`src/rtl/fawc_pkg.sv`:
```
/*
 * Shared constants and types for the flash access wait control block.
 * Assumes one 20 MHz system clock and a word-addressed flash array.
 */
package fawc_pkg;
    // Addressing and data
    localparam int ADDR_W = 20;
    localparam int DATA_W = 32;
    localparam int MOD_W = 3;
    localparam int MOD_LSB = 17;
    localparam int NUM_MOD = 5;
    localparam int PAGE_W = 8;
    localparam int WS_W = 3;
    localparam int IDX_W = 3;
    localparam logic [MOD_W-1:0] DATA_MOD = 3'h4;

    // Timing
    localparam int CLK_MHZ = 20;
    localparam int PROG_TYP_US = 3000;
    localparam int PROG_MAX_US = 3500;
    localparam int ERASE_TYP_US = 7000;
    localparam int ERASE_MAX_US = 8000;
    localparam int PROG_CYC = PROG_TYP_US * CLK_MHZ;
    localparam int PROG_MAX_CYC = PROG_MAX_US * CLK_MHZ;
    localparam int ERASE_CYC = ERASE_TYP_US * CLK_MHZ;
    localparam int ERASE_MAX_CYC = ERASE_MAX_US * CLK_MHZ;
    localparam int PE_OVH_CYC = 4;
    localparam int TMR_W = 18;
    localparam int LAT_W = 5;

    // Reset values
    localparam logic [2**MOD_W-1:0] PROT_RST = 8'h00;

    typedef enum logic [1:0] {
        RD_IDLE = 2'h0,
        RD_WAIT = 2'h1,
        RD_PREF = 2'h3
    } fawc_rd_state_t;

    typedef enum logic {
        PE_ERASE = 1'h0,
        PE_PROG = 1'h1
    } fawc_pe_op_t;

    typedef struct packed {
        logic [ADDR_W-1:0] addr;
        logic cached;
    } fawc_req_t;

    typedef struct packed {
        fawc_pe_op_t op;
        logic [MOD_W-1:0] mod_sel;
        logic [PAGE_W-1:0] page;
    } fawc_cmd_t;
endpackage

```
`src/rtl/fawc_flash_ctrl.sv`:
```
/*
 * Flash read wait-state, prefetch, cache and program/erase gate.
 * Assumes the array returns data for arr_addr_o once the wait count
 * has elapsed, and all config inputs come from logic on clk_i.
 */
`timescale 1ns/10ps
`default_nettype none
// How it works
// - Extension is zero to 80 MHz, one above; far access forces it.
// - Wait states apply only to non-sequential reads; sequential use prefetch.
// - After each read except a cache hit, the next sequential word is fetched ahead unless its module is busy.
// - Cacheable reads: hit costs no wait, miss one extra wait.
// - Module supplying reads cannot be erased or programmed; command refused.
// - Any module may be erased while reads come from one other.
// - Data module four accepts erase/program while others are read.
// - Page program completes within 3.5 ms, typically 3 ms.
// - Control sequencing adds a few system cycles to each operation.
// - Out of reset no module protection is installed.
module fawc_flash_ctrl #(
    parameter int PROG_CYC_P = fawc_pkg::PROG_CYC,
    parameter int PROG_MAX_CYC_P = fawc_pkg::PROG_MAX_CYC,
    parameter int ERASE_CYC_P = fawc_pkg::ERASE_CYC,
    parameter int ERASE_MAX_CYC_P = fawc_pkg::ERASE_MAX_CYC,
    parameter int CACHE_LINES = 2**fawc_pkg::IDX_W
) (
    // Clock and reset
    input wire logic clk_i,
    input wire logic rstn_i,
    // Configuration
    input wire logic [fawc_pkg::WS_W-1:0] read_wait_count_i,
    input wire logic wait_extension_i,
    input wire logic far_access_select_i,
    input wire logic sram_exec_i,
    // Internal memory bus read port
    input wire logic req_valid_i,
    input wire fawc_pkg::fawc_req_t req_i,
    output logic req_ready_o,
    output logic rvalid_o,
    output logic [fawc_pkg::DATA_W-1:0] rdata_o,
    // Flash array read port
    output logic [fawc_pkg::ADDR_W-1:0] arr_addr_o,
    input wire logic [fawc_pkg::DATA_W-1:0] arr_rdata_i,
    // Program and erase commands
    input wire logic cmd_valid_i,
    input wire fawc_pkg::fawc_cmd_t cmd_i,
    output logic cmd_ready_o,
    output logic cmd_refused_o,
    output logic pe_start_o,
    output fawc_pkg::fawc_cmd_t pe_cmd_o,
    output logic pe_busy_o,
    output logic pe_done_o,
    // Protection
    input wire logic lock_valid_i,
    input wire logic [fawc_pkg::MOD_W-1:0] lock_mod_i,
    output logic [2**fawc_pkg::MOD_W-1:0] prot_mask_o
);
    localparam int AW = fawc_pkg::ADDR_W;
    localparam int MW = fawc_pkg::MOD_W;
    localparam int WW = fawc_pkg::WS_W;
    localparam int IW = fawc_pkg::IDX_W;
    localparam int LW = fawc_pkg::LAT_W;
    localparam int TW = fawc_pkg::TMR_W;

    function automatic logic [WW:0] wait_total(
        input logic [WW-1:0] ws,
        input logic ext,
        input logic miss
    );
        wait_total = {1'b0, ws} + {{WW{1'b0}}, ext} + {{WW{1'b0}}, miss};
    endfunction

    function automatic logic [MW-1:0] mod_of(input logic [AW-1:0] addr);
        mod_of = addr[fawc_pkg::MOD_LSB +: MW];
    endfunction

    // Reset synchroniser
    logic rst_meta_reg;
    logic rst_n;
    always_ff @(posedge clk_i or negedge rstn_i)
    begin
        if (!rstn_i)
        begin
            rst_meta_reg <= 1'b0;
            rst_n <= 1'b0;
        end
        else
        begin
            rst_meta_reg <= 1'b1;
            rst_n <= rst_meta_reg;
        end
    end

    fawc_pkg::fawc_rd_state_t st_reg;
    logic [WW:0] cnt_reg;
    logic [AW-1:0] acc_addr_reg;
    logic acc_cached_reg;
    logic [AW-1:0] arr_addr_reg;
    logic [fawc_pkg::DATA_W-1:0] rdata_reg;
    logic rvalid_reg;
    logic pf_vld_reg;
    logic [AW-1:0] pf_addr_reg;
    logic [fawc_pkg::DATA_W-1:0] pf_data_reg;
    logic [MW-1:0] src_mod_reg;
    logic src_vld_reg;
    logic [CACHE_LINES-1:0] c_vld_reg;
    logic [fawc_pkg::DATA_W-1:0] c_data [CACHE_LINES];
    logic [AW-IW-1:0] c_tag [CACHE_LINES];
    fawc_pkg::fawc_cmd_t pe_cmd_reg;
    logic pe_start_reg;
    logic refused_reg;
    logic [2**MW-1:0] prot_reg;
    logic pe_busy;

    // Read side decode
    wire logic [MW-1:0] req_mod = mod_of(req_i.addr);
    wire logic [IW-1:0] req_idx = req_i.addr[IW-1:0];
    wire logic [IW-1:0] acc_idx = acc_addr_reg[IW-1:0];
    wire logic req_blocked = pe_busy && (req_mod == pe_cmd_reg.mod_sel);
    wire logic take = req_valid_i && req_ready_o;
    wire logic c_hit = req_i.cached && c_vld_reg[req_idx]
        && (c_tag[req_idx] == req_i.addr[AW-1:IW]);
    wire logic pf_hit = pf_vld_reg && (pf_addr_reg == req_i.addr);
    wire logic ext_eff = wait_extension_i | far_access_select_i;
    wire logic [AW-1:0] req_next = req_i.addr + AW'(1);
    wire logic [AW-1:0] acc_next = acc_addr_reg + AW'(1);
    wire logic req_pf_ok = !(pe_busy && mod_of(req_next) == pe_cmd_reg.mod_sel);
    wire logic acc_pf_ok = !(pe_busy && mod_of(acc_next) == pe_cmd_reg.mod_sel);
    wire logic rd_end = (st_reg == fawc_pkg::RD_WAIT) && (cnt_reg == '0);
    wire logic fill = rd_end && acc_cached_reg;
    wire logic [WW:0] seq_wait = wait_total(read_wait_count_i, ext_eff, 1'b0);

    assign req_ready_o = (st_reg == fawc_pkg::RD_IDLE) && !req_blocked;

    // Program/erase decode
    wire logic [MW-1:0] cmd_mod = cmd_i.mod_sel;
    wire logic cmd_take = cmd_valid_i && cmd_ready_o;
    wire logic src_clash = (src_vld_reg && cmd_mod == src_mod_reg)
        || (st_reg != fawc_pkg::RD_IDLE && cmd_mod == mod_of(arr_addr_reg))
        || (take && cmd_mod == req_mod);
    wire logic refuse = src_clash || prot_reg[cmd_mod]
        || (32'(cmd_mod) >= fawc_pkg::NUM_MOD);
    wire logic pe_go = cmd_take && !refuse;
    wire logic [TW-1:0] pe_len = (cmd_i.op == fawc_pkg::PE_PROG)
        ? TW'(PROG_CYC_P + fawc_pkg::PE_OVH_CYC)
        : TW'(ERASE_CYC_P + fawc_pkg::PE_OVH_CYC);

    assign cmd_ready_o = !pe_busy;

    always_ff @(posedge clk_i or negedge rst_n)
    begin
        if (!rst_n)
        begin
            st_reg <= fawc_pkg::RD_IDLE;
            cnt_reg <= '0;
            acc_addr_reg <= '0;
            acc_cached_reg <= 1'b0;
            arr_addr_reg <= '0;
            rdata_reg <= '0;
            rvalid_reg <= 1'b0;
            pf_vld_reg <= 1'b0;
            pf_addr_reg <= '0;
            pf_data_reg <= '0;
        end
        else
        begin
            rvalid_reg <= 1'b0;
            case (st_reg)
                fawc_pkg::RD_IDLE:
                begin
                    if (take)
                    begin
                        acc_addr_reg <= req_i.addr;
                        acc_cached_reg <= req_i.cached;
                        if (c_hit)
                        begin
                            rdata_reg <= c_data[req_idx];
                            rvalid_reg <= 1'b1;
                        end
                        else if (pf_hit)
                        begin
                            rdata_reg <= pf_data_reg;
                            rvalid_reg <= 1'b1;
                            pf_vld_reg <= 1'b0;
                            if (req_pf_ok)
                            begin
                                st_reg <= fawc_pkg::RD_PREF;
                                cnt_reg <= seq_wait;
                                arr_addr_reg <= req_next;
                            end
                        end
                        else
                        begin
                            st_reg <= fawc_pkg::RD_WAIT;
                            cnt_reg <= wait_total(read_wait_count_i, ext_eff,
                                req_i.cached);
                            arr_addr_reg <= req_i.addr;
                            pf_vld_reg <= 1'b0;
                        end
                    end
                end
                fawc_pkg::RD_WAIT:
                begin
                    if (cnt_reg == '0)
                    begin
                        rdata_reg <= arr_rdata_i;
                        rvalid_reg <= 1'b1;
                        if (acc_pf_ok)
                        begin
                            st_reg <= fawc_pkg::RD_PREF;
                            cnt_reg <= seq_wait;
                            arr_addr_reg <= acc_next;
                        end
                        else
                        begin
                            st_reg <= fawc_pkg::RD_IDLE;
                        end
                    end
                    else
                    begin
                        cnt_reg <= cnt_reg - (WW+1)'(1);
                    end
                end
                fawc_pkg::RD_PREF:
                begin
                    if (cnt_reg == '0)
                    begin
                        pf_data_reg <= arr_rdata_i;
                        pf_addr_reg <= arr_addr_reg;
                        pf_vld_reg <= !pe_go;
                        st_reg <= fawc_pkg::RD_IDLE;
                    end
                    else
                    begin
                        cnt_reg <= cnt_reg - (WW+1)'(1);
                    end
                end
                default:
                begin
                    st_reg <= fawc_pkg::RD_IDLE;
                end
            endcase
            // Stale after a program or erase begins
            if (pe_go && st_reg != fawc_pkg::RD_PREF)
            begin
                pf_vld_reg <= 1'b0;
            end
        end
    end

    // Cache storage needs no reset; valid bits guard it
    always_ff @(posedge clk_i)
    begin
        if (fill)
        begin
            c_data[acc_idx] <= arr_rdata_i;
            c_tag[acc_idx] <= acc_addr_reg[AW-1:IW];
        end
    end

    always_ff @(posedge clk_i or negedge rst_n)
    begin
        if (!rst_n)
        begin
            c_vld_reg <= '0;
            src_mod_reg <= '0;
            src_vld_reg <= 1'b0;
            pe_cmd_reg <= '0;
            pe_start_reg <= 1'b0;
            refused_reg <= 1'b0;
            prot_reg <= fawc_pkg::PROT_RST;
        end
        else
        begin
            pe_start_reg <= pe_go;
            refused_reg <= cmd_take && refuse;
            if (pe_go)
            begin
                pe_cmd_reg <= cmd_i;
                c_vld_reg <= '0;
            end
            // Fill wins; its module is shielded from the operation
            if (fill)
            begin
                c_vld_reg[acc_idx] <= 1'b1;
            end
            // Take wins over the switch to SRAM
            if (take)
            begin
                src_mod_reg <= req_mod;
                src_vld_reg <= 1'b1;
            end
            else if (sram_exec_i)
            begin
                src_vld_reg <= 1'b0;
            end
            if (lock_valid_i)
            begin
                prot_reg[lock_mod_i] <= 1'b1;
            end
        end
    end

    fawc_pe_timer #(
        .CNT_W(TW)
    ) u_timer (
        .clk_i(clk_i),
        .rst_n_i(rst_n),
        .start_i(pe_go),
        .len_i(pe_len),
        .busy_o(pe_busy),
        .done_o(pe_done_o)
    );

    assign rvalid_o = rvalid_reg;
    assign rdata_o = rdata_reg;
    assign arr_addr_o = arr_addr_reg;
    assign cmd_refused_o = refused_reg;
    assign pe_start_o = pe_start_reg;
    assign pe_cmd_o = pe_cmd_reg;
    assign pe_busy_o = pe_busy;
    assign prot_mask_o = prot_reg;

    // Helper counters for the checks below
    logic [LW-1:0] lat_reg;
    logic [LW-1:0] exp_reg;
    logic dem_reg;
    logic [TW-1:0] busy_cnt_reg;
    always_ff @(posedge clk_i or negedge rst_n)
    begin
        if (!rst_n)
        begin
            lat_reg <= '0;
            exp_reg <= '0;
            dem_reg <= 1'b0;
            busy_cnt_reg <= '0;
        end
        else
        begin
            // Counts edges after the take edge
            lat_reg <= take ? '0 : lat_reg + LW'(1);
            if (take)
            begin
                dem_reg <= !c_hit && !pf_hit;
                exp_reg <= LW'(wait_total(read_wait_count_i, ext_eff,
                    req_i.cached)) + LW'(1);
            end
            busy_cnt_reg <= pe_go ? '0
                : (pe_busy ? busy_cnt_reg + TW'(1) : busy_cnt_reg);
        end
    end

    rd_latency_a: assert property (@(posedge clk_i) disable iff (!rst_n)
        rvalid_o && dem_reg |-> lat_reg == exp_reg)
        else $error("read answer latency differs from wait count");
    cache_hit_a: assert property (@(posedge clk_i) disable iff (!rst_n)
        take && c_hit |=> rvalid_o && rdata_o == $past(c_data[req_idx]))
        else $error("cache hit not answered next cycle");
    seq_fast_a: assert property (@(posedge clk_i) disable iff (!rst_n)
        take && !c_hit && pf_hit |=> rvalid_o
            && rdata_o == $past(pf_data_reg))
        else $error("prefetched word not answered next cycle");
    pref_next_a: assert property (@(posedge clk_i) disable iff (!rst_n)
        rd_end && acc_pf_ok |=> st_reg == fawc_pkg::RD_PREF
            && arr_addr_o == $past(acc_addr_reg) + AW'(1))
        else $error("prefetch of next word not started");
    far_ext_a: assert property (@(posedge clk_i) disable iff (!rst_n)
        take && !c_hit && !pf_hit && far_access_select_i
            |=> cnt_reg > {1'b0, $past(read_wait_count_i)})
        else $error("far access did not extend wait");
    src_block_a: assert property (@(posedge clk_i) disable iff (!rst_n)
        cmd_take && src_vld_reg && cmd_mod == src_mod_reg
            |=> cmd_refused_o && !pe_start_o ##1 !pe_busy_o)
        else $error("command accepted on reading module");
    other_ok_a: assert property (@(posedge clk_i) disable iff (!rst_n)
        cmd_take && src_vld_reg && cmd_mod != src_mod_reg && !take
            && st_reg == fawc_pkg::RD_IDLE && !prot_reg[cmd_mod]
            && 32'(cmd_mod) < fawc_pkg::NUM_MOD |=> pe_start_o && pe_busy_o)
        else $error("command on idle module refused");
    data_mod_a: assert property (@(posedge clk_i) disable iff (!rst_n)
        cmd_take && cmd_mod == fawc_pkg::DATA_MOD && !prot_reg[cmd_mod]
            && !src_clash |=> pe_start_o)
        else $error("data module command refused");
    prog_time_a: assert property (@(posedge clk_i) disable iff (!rst_n)
        pe_busy_o && pe_cmd_o.op == fawc_pkg::PE_PROG
            |-> 32'(busy_cnt_reg) < PROG_MAX_CYC_P)
        else $error("page program exceeds its longest time");
    erase_time_a: assert property (@(posedge clk_i) disable iff (!rst_n)
        pe_busy_o && pe_cmd_o.op == fawc_pkg::PE_ERASE
            |-> 32'(busy_cnt_reg) < ERASE_MAX_CYC_P)
        else $error("erase exceeds its longest time");
    pe_len_a: assert property (@(posedge clk_i) disable iff (!rst_n)
        $fell(pe_busy_o) && pe_cmd_o.op == fawc_pkg::PE_PROG
            |-> 32'(busy_cnt_reg) == PROG_CYC_P + fawc_pkg::PE_OVH_CYC
            && pe_done_o)
        else $error("program length lacks sequencing overhead");
endmodule // fawc_flash_ctrl
`default_nettype wire

```
`src/rtl/fawc_pe_timer.sv`:
```
/*
 * Down counter that times one program or erase operation.
 * Assumes start is a one-cycle pulse and len is at least one.
 */
`timescale 1ns/10ps
`default_nettype none
module fawc_pe_timer #(
    parameter int CNT_W = 18
) (
    // Clock and reset
    input wire logic clk_i,
    input wire logic rst_n_i,
    // Control
    input wire logic start_i,
    input wire logic [CNT_W-1:0] len_i,
    // Status
    output logic busy_o,
    output logic done_o
);
    logic [CNT_W-1:0] cnt_reg;
    logic busy_reg;
    logic done_reg;

    wire logic last = busy_reg && (cnt_reg == CNT_W'(1));

    always_ff @(posedge clk_i or negedge rst_n_i)
    begin
        if (!rst_n_i)
        begin
            cnt_reg <= '0;
            busy_reg <= 1'b0;
            done_reg <= 1'b0;
        end
        else
        begin
            done_reg <= last;
            if (start_i && !busy_reg)
            begin
                cnt_reg <= len_i;
                busy_reg <= 1'b1;
            end
            else if (busy_reg)
            begin
                cnt_reg <= cnt_reg - CNT_W'(1);
                busy_reg <= !last;
            end
        end
    end

    assign busy_o = busy_reg;
    assign done_o = done_reg;
endmodule // fawc_pe_timer
`default_nettype wire

```
`config.mk`:
```
export PLATFORM = sky130hd
export DESIGN_NAME = fawc_flash_ctrl
export DESIGN_NICKNAME = d
export VERILOG_FILES = /design/src/rtl/fawc_pkg.sv /design/src/rtl/fawc_flash_ctrl.sv /design/src/rtl/fawc_pe_timer.sv
export SDC_FILE = /design/constraint.sdc
export NUM_CORES = 1
export LEC_CHECK = 0
export ABC_AREA = 1
export BUFFER_PORTS_ARGS = -buffer_cell sky130_fd_sc_hd__buf_2
export CORE_UTILIZATION = 33
export CTS_BUF_LIST = sky130_fd_sc_hd__clkbuf_2 sky130_fd_sc_hd__clkbuf_4 sky130_fd_sc_hd__clkbuf_8
export DETAILED_ROUTE_END_ITERATION = 10
export GPL_TIMING_DRIVEN = 0
export SYNTH_ARGS = -nofsm -noshare
export SYNTH_HDL_FRONTEND = slang
export SYNTH_SLANG_ARGS = --single-unit
```
`constraint.sdc`:
```
create_clock -name clk_i -period 6.55 [get_ports clk_i]
set_clock_uncertainty 0.15 [all_clocks]
set_input_delay 0.3275 -clock clk_i [delete_from_list [all_inputs] [get_ports clk_i]]
set_output_delay 0.3275 -clock clk_i [all_outputs]
set_load 0.01 [all_outputs]
```
Word level (Yosys, flattened, before mapping)
Memories as Yosys holds them, arrays and structs flattened.
Index checks and enable logic that the tools add are counted.
Operators by class
  add/sub/neg operators: 6
  order comparisons: 7
  equal/unequal tests: 24
  multiplexer cells: 57
  bitwise operators: 3
  reduce and logical (&&, ||, !) cells: 45
Operators by type and width (number)
  32-bit 2-to-1 mux: 4
  20-bit 2-to-1 mux: 6
  32-bit case mux with 2 select lines: 1
  18-bit 2-to-1 mux: 3
  20-bit by 1-bit adder with 20-bit output (second input constant): 2
  20-bit case mux with 2 select lines: 1
  4-bit 2-to-1 mux: 7
  1-bit logical AND: 21
  20-bit equality test: 1
  18-bit by 1-bit equality test with 1-bit output (second input constant): 1
  3-bit equality test: 6
  1-bit 2-to-1 mux: 18
  18-bit by 1-bit subtractor with 18-bit output (second input constant): 1
  17-bit equality test: 1
  3-bit by 4-bit less-than comparator with 1-bit output (second input constant): 4
  8-bit 2-to-1 mux: 2
  8-bit bitwise OR: 2
  2-bit 2-to-1 mux: 7
  2-bit inequality test (second input constant): 6
  3-bit inequality test (second input constant): 4
  4-bit case mux with 3 select lines: 1
  6-bit AND reduction: 2
  4-bit AND reduction: 2
  2-bit nonzero test: 4
  21 further kinds: 35
Storage, ports and cells
  register bits after elaboration: 189
  RAM bits: 392
  input port bits: 79
  output and inout port bits: 79
  word-level logic and storage cells: 168
  memories: 2
Memory list
  c_data: words 8, width 32, read ports 1, clocked after memory_dff 0, write ports 1, line fawc_flash_ctrl.sv:106  | logic [fawc_pkg::DATA_W-1:0] c_data [CACHE_LINES];
  c_tag: words 8, width 17, read ports 1, clocked after memory_dff 0, write ports 1, line fawc_flash_ctrl.sv:107  | logic [AW-IW-1:0] c_tag [CACHE_LINES];

Longest topological paths before layout
  word-level depth: 15
  gate-level depth with buffers: 20
  depth with buffers taken out: 18

Hierarchy
From an unflattened synthesis, not the netlist that was laid out.
Unflattened totals
  cells, all modules: 2875
  area, all modules: 27047.2 µm²
By module, submodules not included
  fawc_flash_ctrl: instances 1, cells an instance 2663, area an instance 25624.6 µm², sequential area each 16000.3 µm²
  fawc_pe_timer: instances 1, cells an instance 212, area an instance 1422.6 µm², sequential area each 500.5 µm²

Least setup slack after synthesis
No wires, ideal clock.
  path type: register -> register
  start: register st_reg[0]
  end: memory c_data[1][0] in the netlist's numbering (enable)
  setup time: 456 ps
  arrival time: 3497 ps
  data required time: 5944 ps
  setup slack: 2447 ps
  cell stages (with the launch flop): 9
  buffers on the path: 0
  period minus slack after synthesis: 4103 ps
  path through: dfrtp_1 -> clkinv_1 -> nor2_1 -> inv_1 -> nor2_1 -> nand2_1 -> inv_1 -> nand2_1 -> nor2_1
Between the ends
  word-level cells in the longest chain between the ends: 5
Ends and longest elaborated chain
  from (decl): line fawc_flash_ctrl.sv:93  | fawc_pkg::fawc_rd_state_t st_reg;
  from (signal assigned): line fawc_flash_ctrl.sv:153  | st_reg <= fawc_pkg::RD_IDLE;
  from (signal assigned): line fawc_flash_ctrl.sv:186  | st_reg <= fawc_pkg::RD_PREF;
  from (signal assigned): line fawc_flash_ctrl.sv:193  | st_reg <= fawc_pkg::RD_WAIT;
  2-bit by 1-bit equality test with 1-bit output: line fawc_flash_ctrl.sv:128  | wire logic rd_end = (st_reg == fawc_pkg::RD_WAIT) && (cnt_reg == '0);
  1-bit logical AND: line fawc_flash_ctrl.sv:128
  1-bit logical AND: line fawc_flash_ctrl.sv:129  | wire logic fill = rd_end && acc_cached_reg;
  1-bit 2-to-1 mux: line fawc_flash_ctrl.sv:253  | if (fill)
  1-bit 2-to-1 mux (implied by the code): line fawc_flash_ctrl.sv:255  | c_data[acc_idx] <= arr_rdata_i;
  to (decl): line fawc_flash_ctrl.sv:106
No other way between the ends.

Worst setup path in the final report
  start: register st_reg[0]
  end: memory c_tag[3][13] in the netlist's numbering (enable)
Between the ends
  word-level cells in the longest chain between the ends: 5
Ends and longest elaborated chain
  2-bit by 1-bit equality test with 1-bit output: line fawc_flash_ctrl.sv:128
  1-bit logical AND: line fawc_flash_ctrl.sv:128
  1-bit logical AND: line fawc_flash_ctrl.sv:129
  1-bit 2-to-1 mux: line fawc_flash_ctrl.sv:253
  1-bit 2-to-1 mux (implied by the code): line fawc_flash_ctrl.sv:256  | c_tag[acc_idx] <= acc_addr_reg[AW-1:IW];
  to (decl): line fawc_flash_ctrl.sv:107
No other way between the ends.

==> results.ini <==
[finish]
drive_gt1_frac=0.1378
final_util=0.3975
largest_register_ff_count=256
top_regs=c_data: 256 flops, c_tag: 136 flops
top_register=c_data
fillers=7947
syn2layout_area_growth_pct=19.10
fin_nets=3262

[floorplan]
pin_count=158
initial_core_util=0.3337
die-area_mm2=0.08260
die_h_um=287.4
rows=104
core-area_mm2=0.08055
die_width_um=287.4

[pwr]
powerDensity_mw_per_mm2=334.6
pwr-share-comb=0.244
switching_share=0.3489
ir_drop_v=0.0001909
power_leakage_nw=13.62
p_int_mw=6.976
clkPwrFrac=0.294
seqPwrFrac=0.463
power.switching_mw=3.738
total_power_mw=10.71

[drt]
drt_iter0_markers=2358
drtAntennaViolNets=0
first_pass_iters=6
routed_wirelength_mm=89.59
drc=0
viasPerCell=5.088
vias=21946
drt-wirelength-per-cell_um=20.77

[synthesis]
synth-main-ff-cell=edfxtp_1
yosysWarnings=0
syn-mean-instance-area_um2=9.468
synth_nets=2928
ys_ff_latch=581
syn_inst=2839
ys_seq_area_frac=0.6139
syn-cell-area_mm2=0.02688
async_flop_share=0.3253
synth_edf_count=392
ys_types=48

[timing]
setup_viol=0
fin_tns_setup_ps=0
clock.fmax_mhz=250.3
timing.final.crit_period_ps=3995
maxSlewViolCount=0
relSlewSlack=0.2243
period_share=0.6100
hold_viol=0
grt_setup_unrepaired=no
worst_pin_slew_ps=1159

[worst_setup_path]
end_kind=register
r2r_setup_slack_ps=2550
r2r_cells=9
arrival_ps=4240
path_class=register to register
start_kind=register
crit-reg2reg-capture=c_tag[3][13]
critical_path.max_fanout=17
critPathLaunch=st_reg[0]
required_ps=6800
r2r-start=st_reg[0]
crit_end=c_tag[3][13]

[grt]
antenna_found_initial=9
grt-ovfl-total=0
grt_first_pass_wirelength_mm=133.3
grt_pass1_vias=21196
grt.total_usage=0.2156
grt_max_degree=62

[clock_tree]
clkSinkCount=581
cts.reportedPaths.clkPinSlew_ps=60
clockBufferDepth=3
clkLatencyLatePin_ps=710
clock-root-buffer=clkbuf_8
hold_buffers=72
cts_buffers=94
htree_levels=3
tritoncts=built
cts_resized=0
post_cts_buffers=0

[place]
place_hpwl_mm=61.58
io_buffer_count=147
place_congestion=0.9503

[run_status]
outcome=finished, final reports clean

[flow_run]
timing.max_cap.violations=0

[hold_path]
hp-class=input pin to register

[routing by layer]
metal | track usage | part of all wire | vias to the layer above
li1 | - | - | 10224
met1 | 0.2895 | 0.42 | 10550
met5 | 0 | 0.00051 | -
met3 | 0.04111 | 0.086 | 166
met2 | 0.3531 | 0.47 | 998
met4 | 0.06117 | 0.025 | 8
[placed cells by master, fill, tap and decap left out, types with 13 or more instances in the layout]
cell / netlist / layout
nand4_1: 59 / 59
nor3_1: 23 / 23
buf_12: 0 / 13
edfxtp_1: 392 / 392
nand3_1: 211 / 211
a21oi_1: 151 / 151
clkbuf_4: 0 / 30
dlygate4sd3_1: 0 / 72
clkbuf_1: 66 / 66
buf_2: 45 / 192
nor2_1: 145 / 137
xnor2_1: 23 / 23
buf_1: 20 / 20
or2_2: 40 / 40
clkbuf_8: 0 / 101
a221oi_1: 64 / 64
clkinv_1: 6 / 23
inv_1: 237 / 237
clkinv_2: 0 / 18
xor2_1: 27 / 27
dfrtp_1: 189 / 188
o21ai_0: 111 / 111
nand2_1: 942 / 942
[cells by family (layout without fill, tap and decap cells)]
| family | count (synthesis) | count (layout) | synth area share |
|---|---|---|---|
| AND/OR/NAND/NOR | 1443 | 1443 | 0.2254 |
| XOR/XNOR | 51 | 51 | 0.01713 |
| flip-flops | 581 | 581 | 0.6139 |
| AO/OA/AOI/OAI | 361 | 361 | 0.07852 |
| other | 1 | 3 | 0.0001395 |
| adder cells (fa/ha/maj) | 10 | 10 | 0.004655 |
| buffers and inverters | 392 | 804 | 0.06028 |
[worst min path at each step]
stage	from	end	slack, ps	cells after the start
floorplan	rstn_i	rst_meta_reg	-120	0
global placement	rstn_i	rst_meta_reg	-40	1
detailed placement	rstn_i	rst_meta_reg	-30	1
CTS	req_i[19]	src_mod_reg[1]	4	3
global route	req_i[19]	acc_addr_reg[18]	30	3
finish	req_i[19]	src_mod_reg[1]	60	3
[Yosys cell counts (2+ instances only)]
cell,instances,share of area
a211oi_1,2,0.00056
a21oi_1,151,0.028
a221oi_1,64,0.021
a31oi_1,6,0.0014
and3_1,3,0.00070
buf_1,20,0.0028
buf_2,45,0.0084
buf_4,6,0.0017
buf_6,9,0.0038
clkbuf_1,66,0.0092
clkinv_1,6,0.00084
dfrtp_1,189,0.18
edfxtp_1,392,0.44
ha_1,10,0.0047
inv_1,237,0.033
inv_2,2,0.00028
nand2_1,942,0.13
nand2_2,2,0.00047
nand3_1,211,0.039
nand3b_1,3,0.00084
nand4_1,59,0.014
nor2_1,145,0.020
nor2_2,3,0.00070
nor2_4,2,0.00084
nor3_1,23,0.0043
nor4_1,4,0.00093
o21a_1,2,0.00056
o21ai_0,111,0.021
o21ai_1,5,0.00093
o21bai_1,7,0.0020
o22ai_1,7,0.0016
o31ai_1,2,0.00056
or2_2,40,0.0093
xnor2_1,23,0.0075
xor2_1,27,0.0088
[area by class of cell]
| type | count | area [um2] | share of cell area |
|---|---|---|---|
| flip-flops and latches | 581 | 16500 | 0.5155 |
| multi-input cells | 1866 | 8820 | 0.2755 |
| repair buffers | 238 | 1882 | 0.05878 |
| clock buffers | 131 | 1615 | 0.05046 |
| well taps | 1060 | 1326 | 0.04143 |
| inverters | 246 | 925.9 | 0.02892 |
| plain buffers | 146 | 694.4 | 0.02169 |
| clock inverters | 43 | 241.5 | 0.007543 |
| diodes | 2 | 5.005 | 0.0001563 |
[power by group through the flow]
stage	Sequential [mW]	Combinational, mW	Clock (mW)
detailed placement	5.02	2.56	0
global route	5.01	2.93	3.34
CTS	4.95	2.61	3.19
global placement	5.04	2.47	0
floorplan	4.93	1.55	0
finish	4.96	2.61	3.15
[critical path: stages, from the launching register on]
cell	delay, ps
dfrtp_1	380
clkinv_1	200
nor2_1	930
inv_1	130
nor2_1	430
nand2_1	100
inv_1	90
nand2_1	280
nor2_4	710
buf_12	260
[metrics by stage]
step	cells	setup WS [ps]	area [um2]	hold WS, ps
5_1_grt	4312	2362	32010	29.27
4_1_cts	4311	2568	32010	4.339
6_report	4313	2555	32010	56.71
3_5_place_dp	4065	2587	29430	-34.03
2_1_floorplan	2839	743.4	26880	-118.1
3_3_place_gp	4046	-1963	28940	-37.04
(Power assumes the default switching activity.)
